==> src/include/dia_pkg.sv <==
// package: constants, types and register map of the digital input function unit
package dia_pkg;
  // ==========================================================
  // inputs and timing
  localparam int NUM_IN = 2;
  localparam int CLK_HZ = 25000000;
  localparam int SEC_CYCLES = CLK_HZ;
  localparam int DEBOUNCE_US = 1000;
  localparam int DEBOUNCE_CYCLES = (CLK_HZ / 1000000) * DEBOUNCE_US;
  localparam int SYNC_MAX_DEV_S = 30;
  localparam int SYNC_MISS_MIN = 20;
  localparam int SYNC_MISS_S = SYNC_MISS_MIN * 60;
  localparam logic [5:0] SEC_PER_MIN = 6'h3c;
  // ==========================================================
  // register byte offsets
  localparam logic [7:0] OFS_CFG0 = 8'h00;
  localparam logic [7:0] OFS_CFG1 = 8'h04;
  localparam logic [7:0] OFS_CTRL = 8'h08;
  localparam logic [7:0] OFS_EVT = 8'h0c;
  localparam logic [7:0] OFS_CNT0 = 8'h10;
  localparam logic [7:0] OFS_CNT1 = 8'h14;
  localparam logic [7:0] OFS_STAT = 8'h18;
  // ==========================================================
  // field positions
  localparam int CFG_MODE_BIT = 4;
  localparam int CFG_UNIT_LSB = 5;
  localparam int CFG_TGT_LSB = 7;
  localparam int CFG_IDX_LSB = 10;
  localparam int CFG_PPU_LSB = 16;
  localparam int EVT_STATUS_LSB = 0;
  localparam int EVT_MISS_LSB = 2;
  localparam int EVT_SYNC_LSB = 4;
  localparam logic [9:0] PPU_MIN = 10'h001;
  localparam logic [9:0] PPU_MAX = 10'h3e7;
  localparam logic [31:0] CFG_RESET = 32'h0001_0000;
  localparam logic [31:0] CTRL_RESET = 32'h0000_0000;
  // ==========================================================
  // types
  typedef enum logic [3:0] {
    ACT_NONE = 4'h0, ACT_WLOCK = 4'h1, ACT_PULSE = 4'h2, ACT_TARIFF = 4'h3,
    ACT_TSYNC = 4'h4, ACT_DSYNC = 4'h5, ACT_STATUS = 4'h6, ACT_STARTSTOP = 4'h7,
    ACT_COPYCLR = 4'h8, ACT_RESET = 4'h9
  } dia_action_t;
  typedef enum logic [2:0] {
    TGT_PROC_PULSE = 3'h0, TGT_PULSE_ALL = 3'h1, TGT_PULSE_ONE = 3'h2,
    TGT_PROC_ALL = 3'h3, TGT_PROC_ONE = 3'h4
  } dia_target_t;
  typedef enum logic [1:0] {
    UNIT_KWH = 2'h0, UNIT_KVARH = 2'h1, UNIT_TEXT = 2'h2
  } dia_unit_t;
  // spare fields pad the word so ppu sits at CFG_PPU_LSB and byte lanes stay in range
  typedef struct packed {
    logic [5:0] spare_hi;
    logic [9:0] ppu;
    logic [1:0] spare_lo;
    logic [3:0] idx;
    dia_target_t target;
    dia_unit_t unit;
    logic edge_mode;
    dia_action_t action;
  } dia_cfg_t;
  typedef struct packed {
    logic run;
    logic copy;
    logic clear;
    dia_target_t target;
    logic [3:0] idx;
  } dia_ctr_t;
endpackage : dia_pkg

==> src/logic/dia_unit.sv <==
// digital input function unit: filtering, actions, counters and wishbone registers
//
// Function
// Two inputs, 0.0 and 0.1, each with its own action setting.
// Action none ignores the input; none is the reset default.
// Write-lock action: active input level blocks settings writes.
// Pulse action counts pulses arriving on the input.
// Tariff action: low tariff while active, high while inactive.
// Minute-sync pulse snaps internal clock to minute within thirty seconds.
// Minute-sync: event when twenty minutes pass without a pulse.
// Sync correction held while date/time screen is open.
// Demand-sync action marks demand period boundaries.
// Status action: one event per input transition.
// Start/stop: targets run while active, halt while inactive.
// Copy-and-clear: on rising input copy targets then clear them.
// Reset action clears targets on each rising input.
// Mode picks whole pulses or single edges; pulses default.
// Counter steps once per configured pulses, 1 to 999, default 1.
// Counted unit: active, reactive energy or user text unit.
// Pulse targets and process-and-pulse accept only reset.
// All-process target takes all three; single process not start/stop.
// Linked user counter shown whatever action, only with expansion fitted.
// Inputs synchronised and debounced before level or edge use.
// Source holds each level long enough to pass the filter.
`timescale 1ns/1ps
`default_nettype none
module dia_unit #(
  parameter int SEC_CYCLES = dia_pkg::SEC_CYCLES,
  parameter int DEBOUNCE_CYCLES = dia_pkg::DEBOUNCE_CYCLES
) (
  // clock and reset
  input wire logic sys_clk,
  input wire logic sys_rst,
  // wishbone slave
  input wire logic wb_cyc_i,
  input wire logic wb_stb_i,
  input wire logic wb_we_i,
  input wire logic [7:0] wb_adr_i,
  input wire logic [3:0] wb_sel_i,
  input wire logic [31:0] wb_dat_i,
  output logic [31:0] wb_dat_o,
  output logic wb_ack_o,
  // field inputs and system status
  input wire logic [1:0] din,
  input wire logic expansion_present,
  // functions
  output logic settings_locked,
  output logic tariff_low,
  output logic demand_sync,
  output logic minute_advance,
  output logic [5:0] clock_sec,
  output logic [1:0] status_event,
  output logic [1:0] sync_lost_event,
  output logic [1:0] count_step,
  output dia_pkg::dia_ctr_t [1:0] ctr_ctl
);
  // ==========================================================
  // functions
  function automatic logic [9:0] clamp_ppu(input logic [9:0] v);
    if (v < dia_pkg::PPU_MIN) begin
      return dia_pkg::PPU_MIN;
    end else if (v > dia_pkg::PPU_MAX) begin
      return dia_pkg::PPU_MAX;
    end
    return v;
  endfunction : clamp_ppu

  // target/action legality table
  function automatic logic tgt_ok(input dia_pkg::dia_action_t a, input dia_pkg::dia_target_t t);
    case (t)
      dia_pkg::TGT_PROC_ALL: tgt_ok = 1'b1;
      dia_pkg::TGT_PROC_ONE: tgt_ok = (a != dia_pkg::ACT_STARTSTOP);
      dia_pkg::TGT_PROC_PULSE, dia_pkg::TGT_PULSE_ALL, dia_pkg::TGT_PULSE_ONE: begin
        tgt_ok = (a == dia_pkg::ACT_RESET);
      end
      default: tgt_ok = 1'b0;
    endcase
  endfunction : tgt_ok

  // ==========================================================
  // state
  dia_pkg::dia_cfg_t [1:0] cfg_q, cfg_d;
  logic dt_edit_q, dt_edit_d;
  logic [5:0] evt_q, evt_d;
  logic [1:0] s1_q, s2_q, filt_q, filt_d, prev_q, prev_d;
  logic [15:0] deb_q [2];
  logic [15:0] deb_d [2];
  logic [9:0] pre_q [2];
  logic [9:0] pre_d [2];
  logic [31:0] cnt_q [2];
  logic [31:0] cnt_d [2];
  logic [10:0] miss_q [2];
  logic [10:0] miss_d [2];
  logic [24:0] sub_q, sub_d;
  logic [5:0] sec_q, sec_d;
  logic pend_q, pend_d;
  logic ack_q, ack_d;
  logic [31:0] rdat_q, rdat_d;
  logic lock_q, lock_d, tariff_q, tariff_d, dsync_q, dsync_d, madv_q, madv_d;
  logic [1:0] stev_q, stev_d, lost_q, lost_d, step_q, step_d;
  dia_pkg::dia_ctr_t [1:0] ctl_q, ctl_d;
  logic [1:0] rise, fall;
  logic sec_tick, sync_pulse, wr, rd;

  assign wr = wb_cyc_i & wb_stb_i & wb_we_i & ~ack_q;
  assign rd = wb_cyc_i & wb_stb_i & ~wb_we_i & ~ack_q;
  assign rise = filt_q & ~prev_q;
  assign fall = ~filt_q & prev_q;
  assign sec_tick = (sub_q == 25'(SEC_CYCLES - 1));

  // ==========================================================
  // input conditioning
  always_comb begin
    for (int i = 0; i < dia_pkg::NUM_IN; i++) begin
      filt_d[i] = filt_q[i];
      deb_d[i] = 16'h0000;
      // bounce restarts the count; a level must hold the full window
      if (s2_q[i] != filt_q[i]) begin
        if (deb_q[i] == 16'(DEBOUNCE_CYCLES - 1)) begin
          filt_d[i] = s2_q[i];
        end else begin
          deb_d[i] = deb_q[i] + 16'h0001;
        end
      end
    end
    prev_d = filt_q;
  end

  always_ff @(posedge sys_clk or posedge sys_rst) begin
    if (sys_rst) begin
      s1_q <= 2'h0;
      s2_q <= 2'h0;
      filt_q <= 2'h0;
      prev_q <= 2'h0;
      deb_q <= '{16'h0000, 16'h0000};
    end else begin
      s1_q <= din;
      s2_q <= s1_q;
      filt_q <= filt_d;
      prev_q <= prev_d;
      deb_q <= deb_d;
    end
  end

  // ==========================================================
  // actions
  always_comb begin
    lock_d = 1'b0;
    tariff_d = 1'b0;
    dsync_d = 1'b0;
    stev_d = 2'h0;
    step_d = 2'h0;
    sync_pulse = 1'b0;
    for (int i = 0; i < dia_pkg::NUM_IN; i++) begin
      pre_d[i] = pre_q[i];
      cnt_d[i] = cnt_q[i];
      ctl_d[i].target = cfg_q[i].target;
      ctl_d[i].idx = cfg_q[i].idx;
      ctl_d[i].run = 1'b0;
      ctl_d[i].copy = 1'b0;
      ctl_d[i].clear = 1'b0;
      case (cfg_q[i].action)
        dia_pkg::ACT_WLOCK: lock_d = lock_d | filt_q[i];
        dia_pkg::ACT_TARIFF: tariff_d = tariff_d | filt_q[i];
        dia_pkg::ACT_DSYNC: dsync_d = dsync_d | rise[i];
        dia_pkg::ACT_TSYNC: sync_pulse = sync_pulse | rise[i];
        dia_pkg::ACT_STATUS: stev_d[i] = rise[i] | fall[i];
        dia_pkg::ACT_PULSE: begin
          // edge mode counts both edges, pulse mode one per pulse
          if (rise[i] | (cfg_q[i].edge_mode & fall[i])) begin
            if (pre_q[i] >= clamp_ppu(cfg_q[i].ppu) - 10'h001) begin
              pre_d[i] = 10'h000;
              cnt_d[i] = cnt_q[i] + 32'h0000_0001;
              step_d[i] = 1'b1;
            end else begin
              pre_d[i] = pre_q[i] + 10'h001;
            end
          end
        end
        dia_pkg::ACT_STARTSTOP: begin
          ctl_d[i].run = filt_q[i] & tgt_ok(cfg_q[i].action, cfg_q[i].target);
        end
        dia_pkg::ACT_COPYCLR: begin
          // copy this cycle, clear the next: copy always sees old counts
          ctl_d[i].copy = rise[i] & tgt_ok(cfg_q[i].action, cfg_q[i].target);
          ctl_d[i].clear = ctl_q[i].copy;
        end
        dia_pkg::ACT_RESET: begin
          ctl_d[i].clear = rise[i] & tgt_ok(cfg_q[i].action, cfg_q[i].target);
        end
        default: begin
        end
      endcase
    end
  end

  // ==========================================================
  // minute clock and sync supervision
  always_comb begin
    sub_d = sec_tick ? 25'h0 : sub_q + 25'h1;
    sec_d = sec_q;
    madv_d = 1'b0;
    pend_d = pend_q | sync_pulse;
    if (sec_tick) begin
      sec_d = (sec_q == dia_pkg::SEC_PER_MIN - 6'h01) ? 6'h00 : sec_q + 6'h01;
    end
    // a full minute is at most thirty seconds off either way
    if (pend_q && !dt_edit_q) begin
      sub_d = 25'h0;
      sec_d = 6'h00;
      madv_d = (sec_q >= 6'(dia_pkg::SYNC_MAX_DEV_S));
      pend_d = sync_pulse;
    end
    lost_d = 2'h0;
    for (int i = 0; i < dia_pkg::NUM_IN; i++) begin
      miss_d[i] = miss_q[i];
      if (cfg_q[i].action != dia_pkg::ACT_TSYNC || rise[i]) begin
        miss_d[i] = 11'h000;
      end else if (sec_tick) begin
        if (miss_q[i] == 11'(dia_pkg::SYNC_MISS_S - 1)) begin
          miss_d[i] = 11'h000;
          lost_d[i] = 1'b1;
        end else begin
          miss_d[i] = miss_q[i] + 11'h001;
        end
      end
    end
  end

  // ==========================================================
  // wishbone registers
  always_comb begin
    cfg_d = cfg_q;
    dt_edit_d = dt_edit_q;
    evt_d = evt_q;
    ack_d = wb_cyc_i & wb_stb_i & ~ack_q;
    rdat_d = rdat_q;
    // settings only change while no lock input is active
    if (wr && !lock_q) begin
      if (wb_adr_i == dia_pkg::OFS_CFG0 || wb_adr_i == dia_pkg::OFS_CFG1) begin
        for (int b = 0; b < 4; b++) begin
          if (wb_sel_i[b]) begin
            cfg_d[wb_adr_i[2]][8*b +: 8] = wb_dat_i[8*b +: 8];
          end
        end
        // spare bits always read back as zero
        cfg_d[wb_adr_i[2]].spare_hi = 6'h00;
        cfg_d[wb_adr_i[2]].spare_lo = 2'h0;
      end else if (wb_adr_i == dia_pkg::OFS_CTRL && wb_sel_i[0]) begin
        dt_edit_d = wb_dat_i[0];
      end
    end
    if (wr && wb_adr_i == dia_pkg::OFS_EVT && wb_sel_i[0]) begin
      evt_d = evt_q & ~wb_dat_i[5:0];
    end
    // hardware set wins over a same-cycle clear
    evt_d[dia_pkg::EVT_STATUS_LSB +: 2] = evt_d[dia_pkg::EVT_STATUS_LSB +: 2] | stev_q;
    evt_d[dia_pkg::EVT_MISS_LSB +: 2] = evt_d[dia_pkg::EVT_MISS_LSB +: 2] | lost_q;
    for (int i = 0; i < dia_pkg::NUM_IN; i++) begin
      evt_d[dia_pkg::EVT_SYNC_LSB + i] = evt_d[dia_pkg::EVT_SYNC_LSB + i] |
        (pend_q & ~dt_edit_q & (cfg_q[i].action == dia_pkg::ACT_TSYNC));
    end
    if (rd) begin
      if (wb_adr_i == dia_pkg::OFS_CFG0) begin
        rdat_d = 32'(cfg_q[0]);
      end else if (wb_adr_i == dia_pkg::OFS_CFG1) begin
        rdat_d = 32'(cfg_q[1]);
      end else if (wb_adr_i == dia_pkg::OFS_CTRL) begin
        rdat_d = {31'h0, dt_edit_q};
      end else if (wb_adr_i == dia_pkg::OFS_EVT) begin
        rdat_d = {26'h0, evt_q};
      end else if (wb_adr_i == dia_pkg::OFS_CNT0) begin
        rdat_d = expansion_present ? cnt_q[0] : 32'h0;
      end else if (wb_adr_i == dia_pkg::OFS_CNT1) begin
        rdat_d = expansion_present ? cnt_q[1] : 32'h0;
      end else if (wb_adr_i == dia_pkg::OFS_STAT) begin
        rdat_d = {16'h0, pend_q, lock_q, filt_q, 6'h0, sec_q};
      end else begin
        rdat_d = 32'h0;
      end
    end
  end

  always_ff @(posedge sys_clk or posedge sys_rst) begin
    if (sys_rst) begin
      cfg_q <= {dia_pkg::CFG_RESET, dia_pkg::CFG_RESET};
      dt_edit_q <= 1'b0;
      evt_q <= 6'h00;
      ack_q <= 1'b0;
      rdat_q <= 32'h0;
      pre_q <= '{10'h000, 10'h000};
      cnt_q <= '{32'h0, 32'h0};
      miss_q <= '{11'h000, 11'h000};
      sub_q <= 25'h0;
      sec_q <= 6'h00;
      pend_q <= 1'b0;
      lock_q <= 1'b0;
      tariff_q <= 1'b0;
      dsync_q <= 1'b0;
      madv_q <= 1'b0;
      stev_q <= 2'h0;
      lost_q <= 2'h0;
      step_q <= 2'h0;
      ctl_q <= '0;
    end else begin
      cfg_q <= cfg_d;
      dt_edit_q <= dt_edit_d;
      evt_q <= evt_d;
      ack_q <= ack_d;
      rdat_q <= rdat_d;
      pre_q <= pre_d;
      cnt_q <= cnt_d;
      miss_q <= miss_d;
      sub_q <= sub_d;
      sec_q <= sec_d;
      pend_q <= pend_d;
      lock_q <= lock_d;
      tariff_q <= tariff_d;
      dsync_q <= dsync_d;
      madv_q <= madv_d;
      stev_q <= stev_d;
      lost_q <= lost_d;
      step_q <= step_d;
      ctl_q <= ctl_d;
    end
  end

  assign wb_ack_o = ack_q;
  assign wb_dat_o = rdat_q;
  assign settings_locked = lock_q;
  assign tariff_low = tariff_q;
  assign demand_sync = dsync_q;
  assign minute_advance = madv_q;
  assign clock_sec = sec_q;
  assign status_event = stev_q;
  assign sync_lost_event = lost_q;
  assign count_step = step_q;
  assign ctr_ctl = ctl_q;
endmodule : dia_unit
`default_nettype wire

==> config.mk <==
export PLATFORM = sky130hd
export DESIGN_NAME = dia_unit
export DESIGN_NICKNAME = d
export VERILOG_FILES = /design/src/include/dia_pkg.sv /design/src/logic/dia_unit.sv
export SDC_FILE = /design/constraint.sdc
export NUM_CORES = 1
export LEC_CHECK = 0
export CORE_MARGIN = 4
export CORE_UTILIZATION = 55
export CTS_CLUSTER_SIZE = 8
export DETAILED_ROUTE_END_ITERATION = 10
export DONT_BUFFER_PORTS = 1
export HOLD_SLACK_MARGIN = 0.15
export PLACE_DENSITY_LB_ADDON = 0.2
export SYNTH_ARGS = -nofsm -noshare
export SYNTH_HDL_FRONTEND = slang
export SYNTH_SLANG_ARGS = --single-unit
==> constraint.sdc <==
create_clock -name sys_clk -period 13.6 [get_ports sys_clk]
set_input_delay 2.72 -clock sys_clk [delete_from_list [all_inputs] [get_ports sys_clk]]
set_output_delay 2.72 -clock sys_clk [all_outputs]
set_load 0.005 [all_outputs]
==> impl_metrics.ini <==
[synthesis]
synth_top_area_share_pct = 51.1
syn-num-nets = 1564
synth-compound-area-share_pct = 11.7
syn_area_per_cell_um2 = 10.3
synth-adder-area-share_pct = 3.05
synthMuxAreaShare_pct = 4.22
ys_ff_latch = 312
yosysWarnings = 0
syn_area_mm2 = 0.0152
synthSimpleGateAreaFrac_pct = 19.6
synth_top_flop_cell = dfrtp_1
yosysSeqAreaShare_pct = 51.5
synth-edff-count = 0
synth_cell_types = 63
synth-xor-area-share_pct = 7.79
async_flop_share_pct = 100
yosys.area.top_type = dfrtp_1
synth_cells = 1475
synth_top_family_by_area = simple AND/OR/NAND/NOR gates
synth.area.top_cells = dfrtp_1, xor2_1, mux2_2

[global_routing]
antenna_found_initial = 0
overflow = 0
grt_pass1_vias = 11200
grt_pass1_wl_mm = 60.4
grt_start_max_net_pins = 104
track_usage_pct = 24.1

[drt]
wl_mm = 36.2
first_iter_violations = 878
avgViaCountPerCell = 6.24
postRouteAntennaNets = 0
wl_per_cell_um = 19.9
firstDrtPassIters = 6
drc = 0
vias = 11400

[timing]
final_hold_viol_count = 0
min_period_ns = 4.95
clock.fmax_ghz = 0.202
hold_slack_ns = 0.355
fin_crit_sh_pct = 36.4
rsz0062_at_grt = no
worstMarginPinSlew_ns = 1.28
drv_slew = 0
finalSetupViolCount = 0
maxSlewHeadroom_pct = 15.0
skew_ns = 0.0269
setup_tns_ns = 0

[worst_setup_path]
startpoint_type = input pin
required_ns = 14.02
crit_fanout = 28
cp.arrival_ns = 5.36
worst_setup_path_end_kind = register
crit_type = input pin to register

[floorplanning]
die_h_um = 174
start_util_pct = 56.2
rows = 60
core_mm2 = 0.0270
die-area_mm2 = 0.0303
fp.dieW_um = 174
ios = 121

[clock_tree]
postCtsSetupBuffers = 0
cts_root_buf = clkbuf_16
clkSinkCount = 312
hold_buffers = 0
clock_latency_ns = 0.54
clock_path_buffers = 3
htree_levels = 2
clk_pin_slew_ns = 0.05
cts_tree = built
cts.repair.resized = 0
cts_buffers = 44

[min_path]
hp-class = register to register

[place]
portBuffers = 0
placed_cell_area_mm2 = 0.0155
place_congestion = 0.848
dpl.hpwl_mm = 24.7

[finish]
fin_util_pct = 61.6
final_cell_mix = dfrtp_1, nor2_1, nand2_1
area_growth_syn_to_layout_pct = 9.76
final_cell_area_mm2 = 0.0167
nets = 1565
diodes = 0
final_common_cell = dfrtp_1
drive_gt1_share_pct = 9.05

[job]
cap_violations = 0

[pwr]
peakVddDrop_mv = 0.0994
leakagePower_nw = 7.25
power.density_mw_per_mm2 = 120

[outcome]
status = complete, no violations
==> cells in the mapped netlist, drive strengths merged, types with 13 or more instances <==
cell	n
inv	21
a22oi	64
nor2	145
nor2b	25
ha	37
nand2	120
o221ai	23
nor4	26
o21a	22
xnor2	59
and3	20
nand2b	15
or3	13
nor3	49
xor2	76
clkbuf	52
nand4	49
mux2	56
o21ai	44
a21oi	57
nand3	81
dfrtp	310
==> critical path, stage by stage <==
cell and delay, ns:
nor3_1 0.48, nand2b_1 0.10, buf_4 0.25, nor3_2 0.77, nand3_1 0.59, mux2_2 0.45
==> registers in the layout (all words and copies together), names as in the netlist, 6 cells and up <==
register and cells:
clock_sec 6, miss_q 22, evt_q 6, pre_q 20, cnt_q 64, sub_q 25
cfg_q 64, deb_q 32, wb_dat_o 32, ctr_ctl 20
==> stage by stage <==
| stage | instances | power, mW | worst slack, ns |
|---|---|---|---|
| 2_1_floorplan | 1475 | 1.05 | 2.25 |
| 3_3_place_gp | 1771 | 1.07 | 8.23 |
| 5_1_grt | 1821 | 2.08 | 8.52 |
| 6_report | 1821 | 2.01 | 8.65 |
| 4_1_cts | 1821 | 2.02 | 8.71 |
| 3_5_place_dp | 1771 | 1.07 | 8.14 |
==> report_power, final <==
group          switching (mW)  total, mW  internal, mW
combinational          0.0656     0.0920        0.0264
sequential             0.0151      0.962         0.947
clock                   0.379      0.951         0.572
==> layout make-up <==
class,instances,area (um2)
Fill cell,2224,10400
Tap cell,341,427
Sequential cell,312,7810
Multi-Input combinational cell,1082,7070
Clock buffer,49,1120
Inverter,21,86.3
Clock inverter,1,30.0
Timing Repair Buffer,15,113
==> logic make-up after synthesis <==
| logic type | Yosys count |
|---|---|
| flops | 312 |
| compound gates | 266 |
| xor+xnor | 135 |
| mux | 57 |
| buf+inv | 81 |
| fa+ha+maj | 37 |
| simple gates | 587 |
==> path summary, 6_finish.rpt <==
path | to | startpoint | slack [ns] | cells past startpoint
setup reg to reg | cnt_q[61] | cfg_q[21] | 9.07 | 15
min in group asynchronous | cfg_q[61] | sys_rst | 2.17 | 1
hold / removal | s2_q[1] | s1_q[1] | 0.35 | 0
hold reg to reg | s2_q[1] | s1_q[1] | 0.35 | 0
setup / recovery | cfg_q[7] | wb_adr_i[7] | 8.65 | 6
max in group asynchronous | cnt_q[15] | sys_rst | 9.07 | 3
==> layer usage <==
| layer | vias to the layer above | global-route usage [%] | share of wire (%) |
|---|---|---|---|
| li1 | 5333 | - | - |
| met2 | 309 | 38.1 | 48 |
| met1 | 5654 | 34.5 | 45 |
| met4 | 0 | 6.47 | 2.3 |
| met5 | - | 0 | 0 |
| met3 | 64 | 4.68 | 5.2 |
No activity file was read; power rests on OpenSTA's default activity.
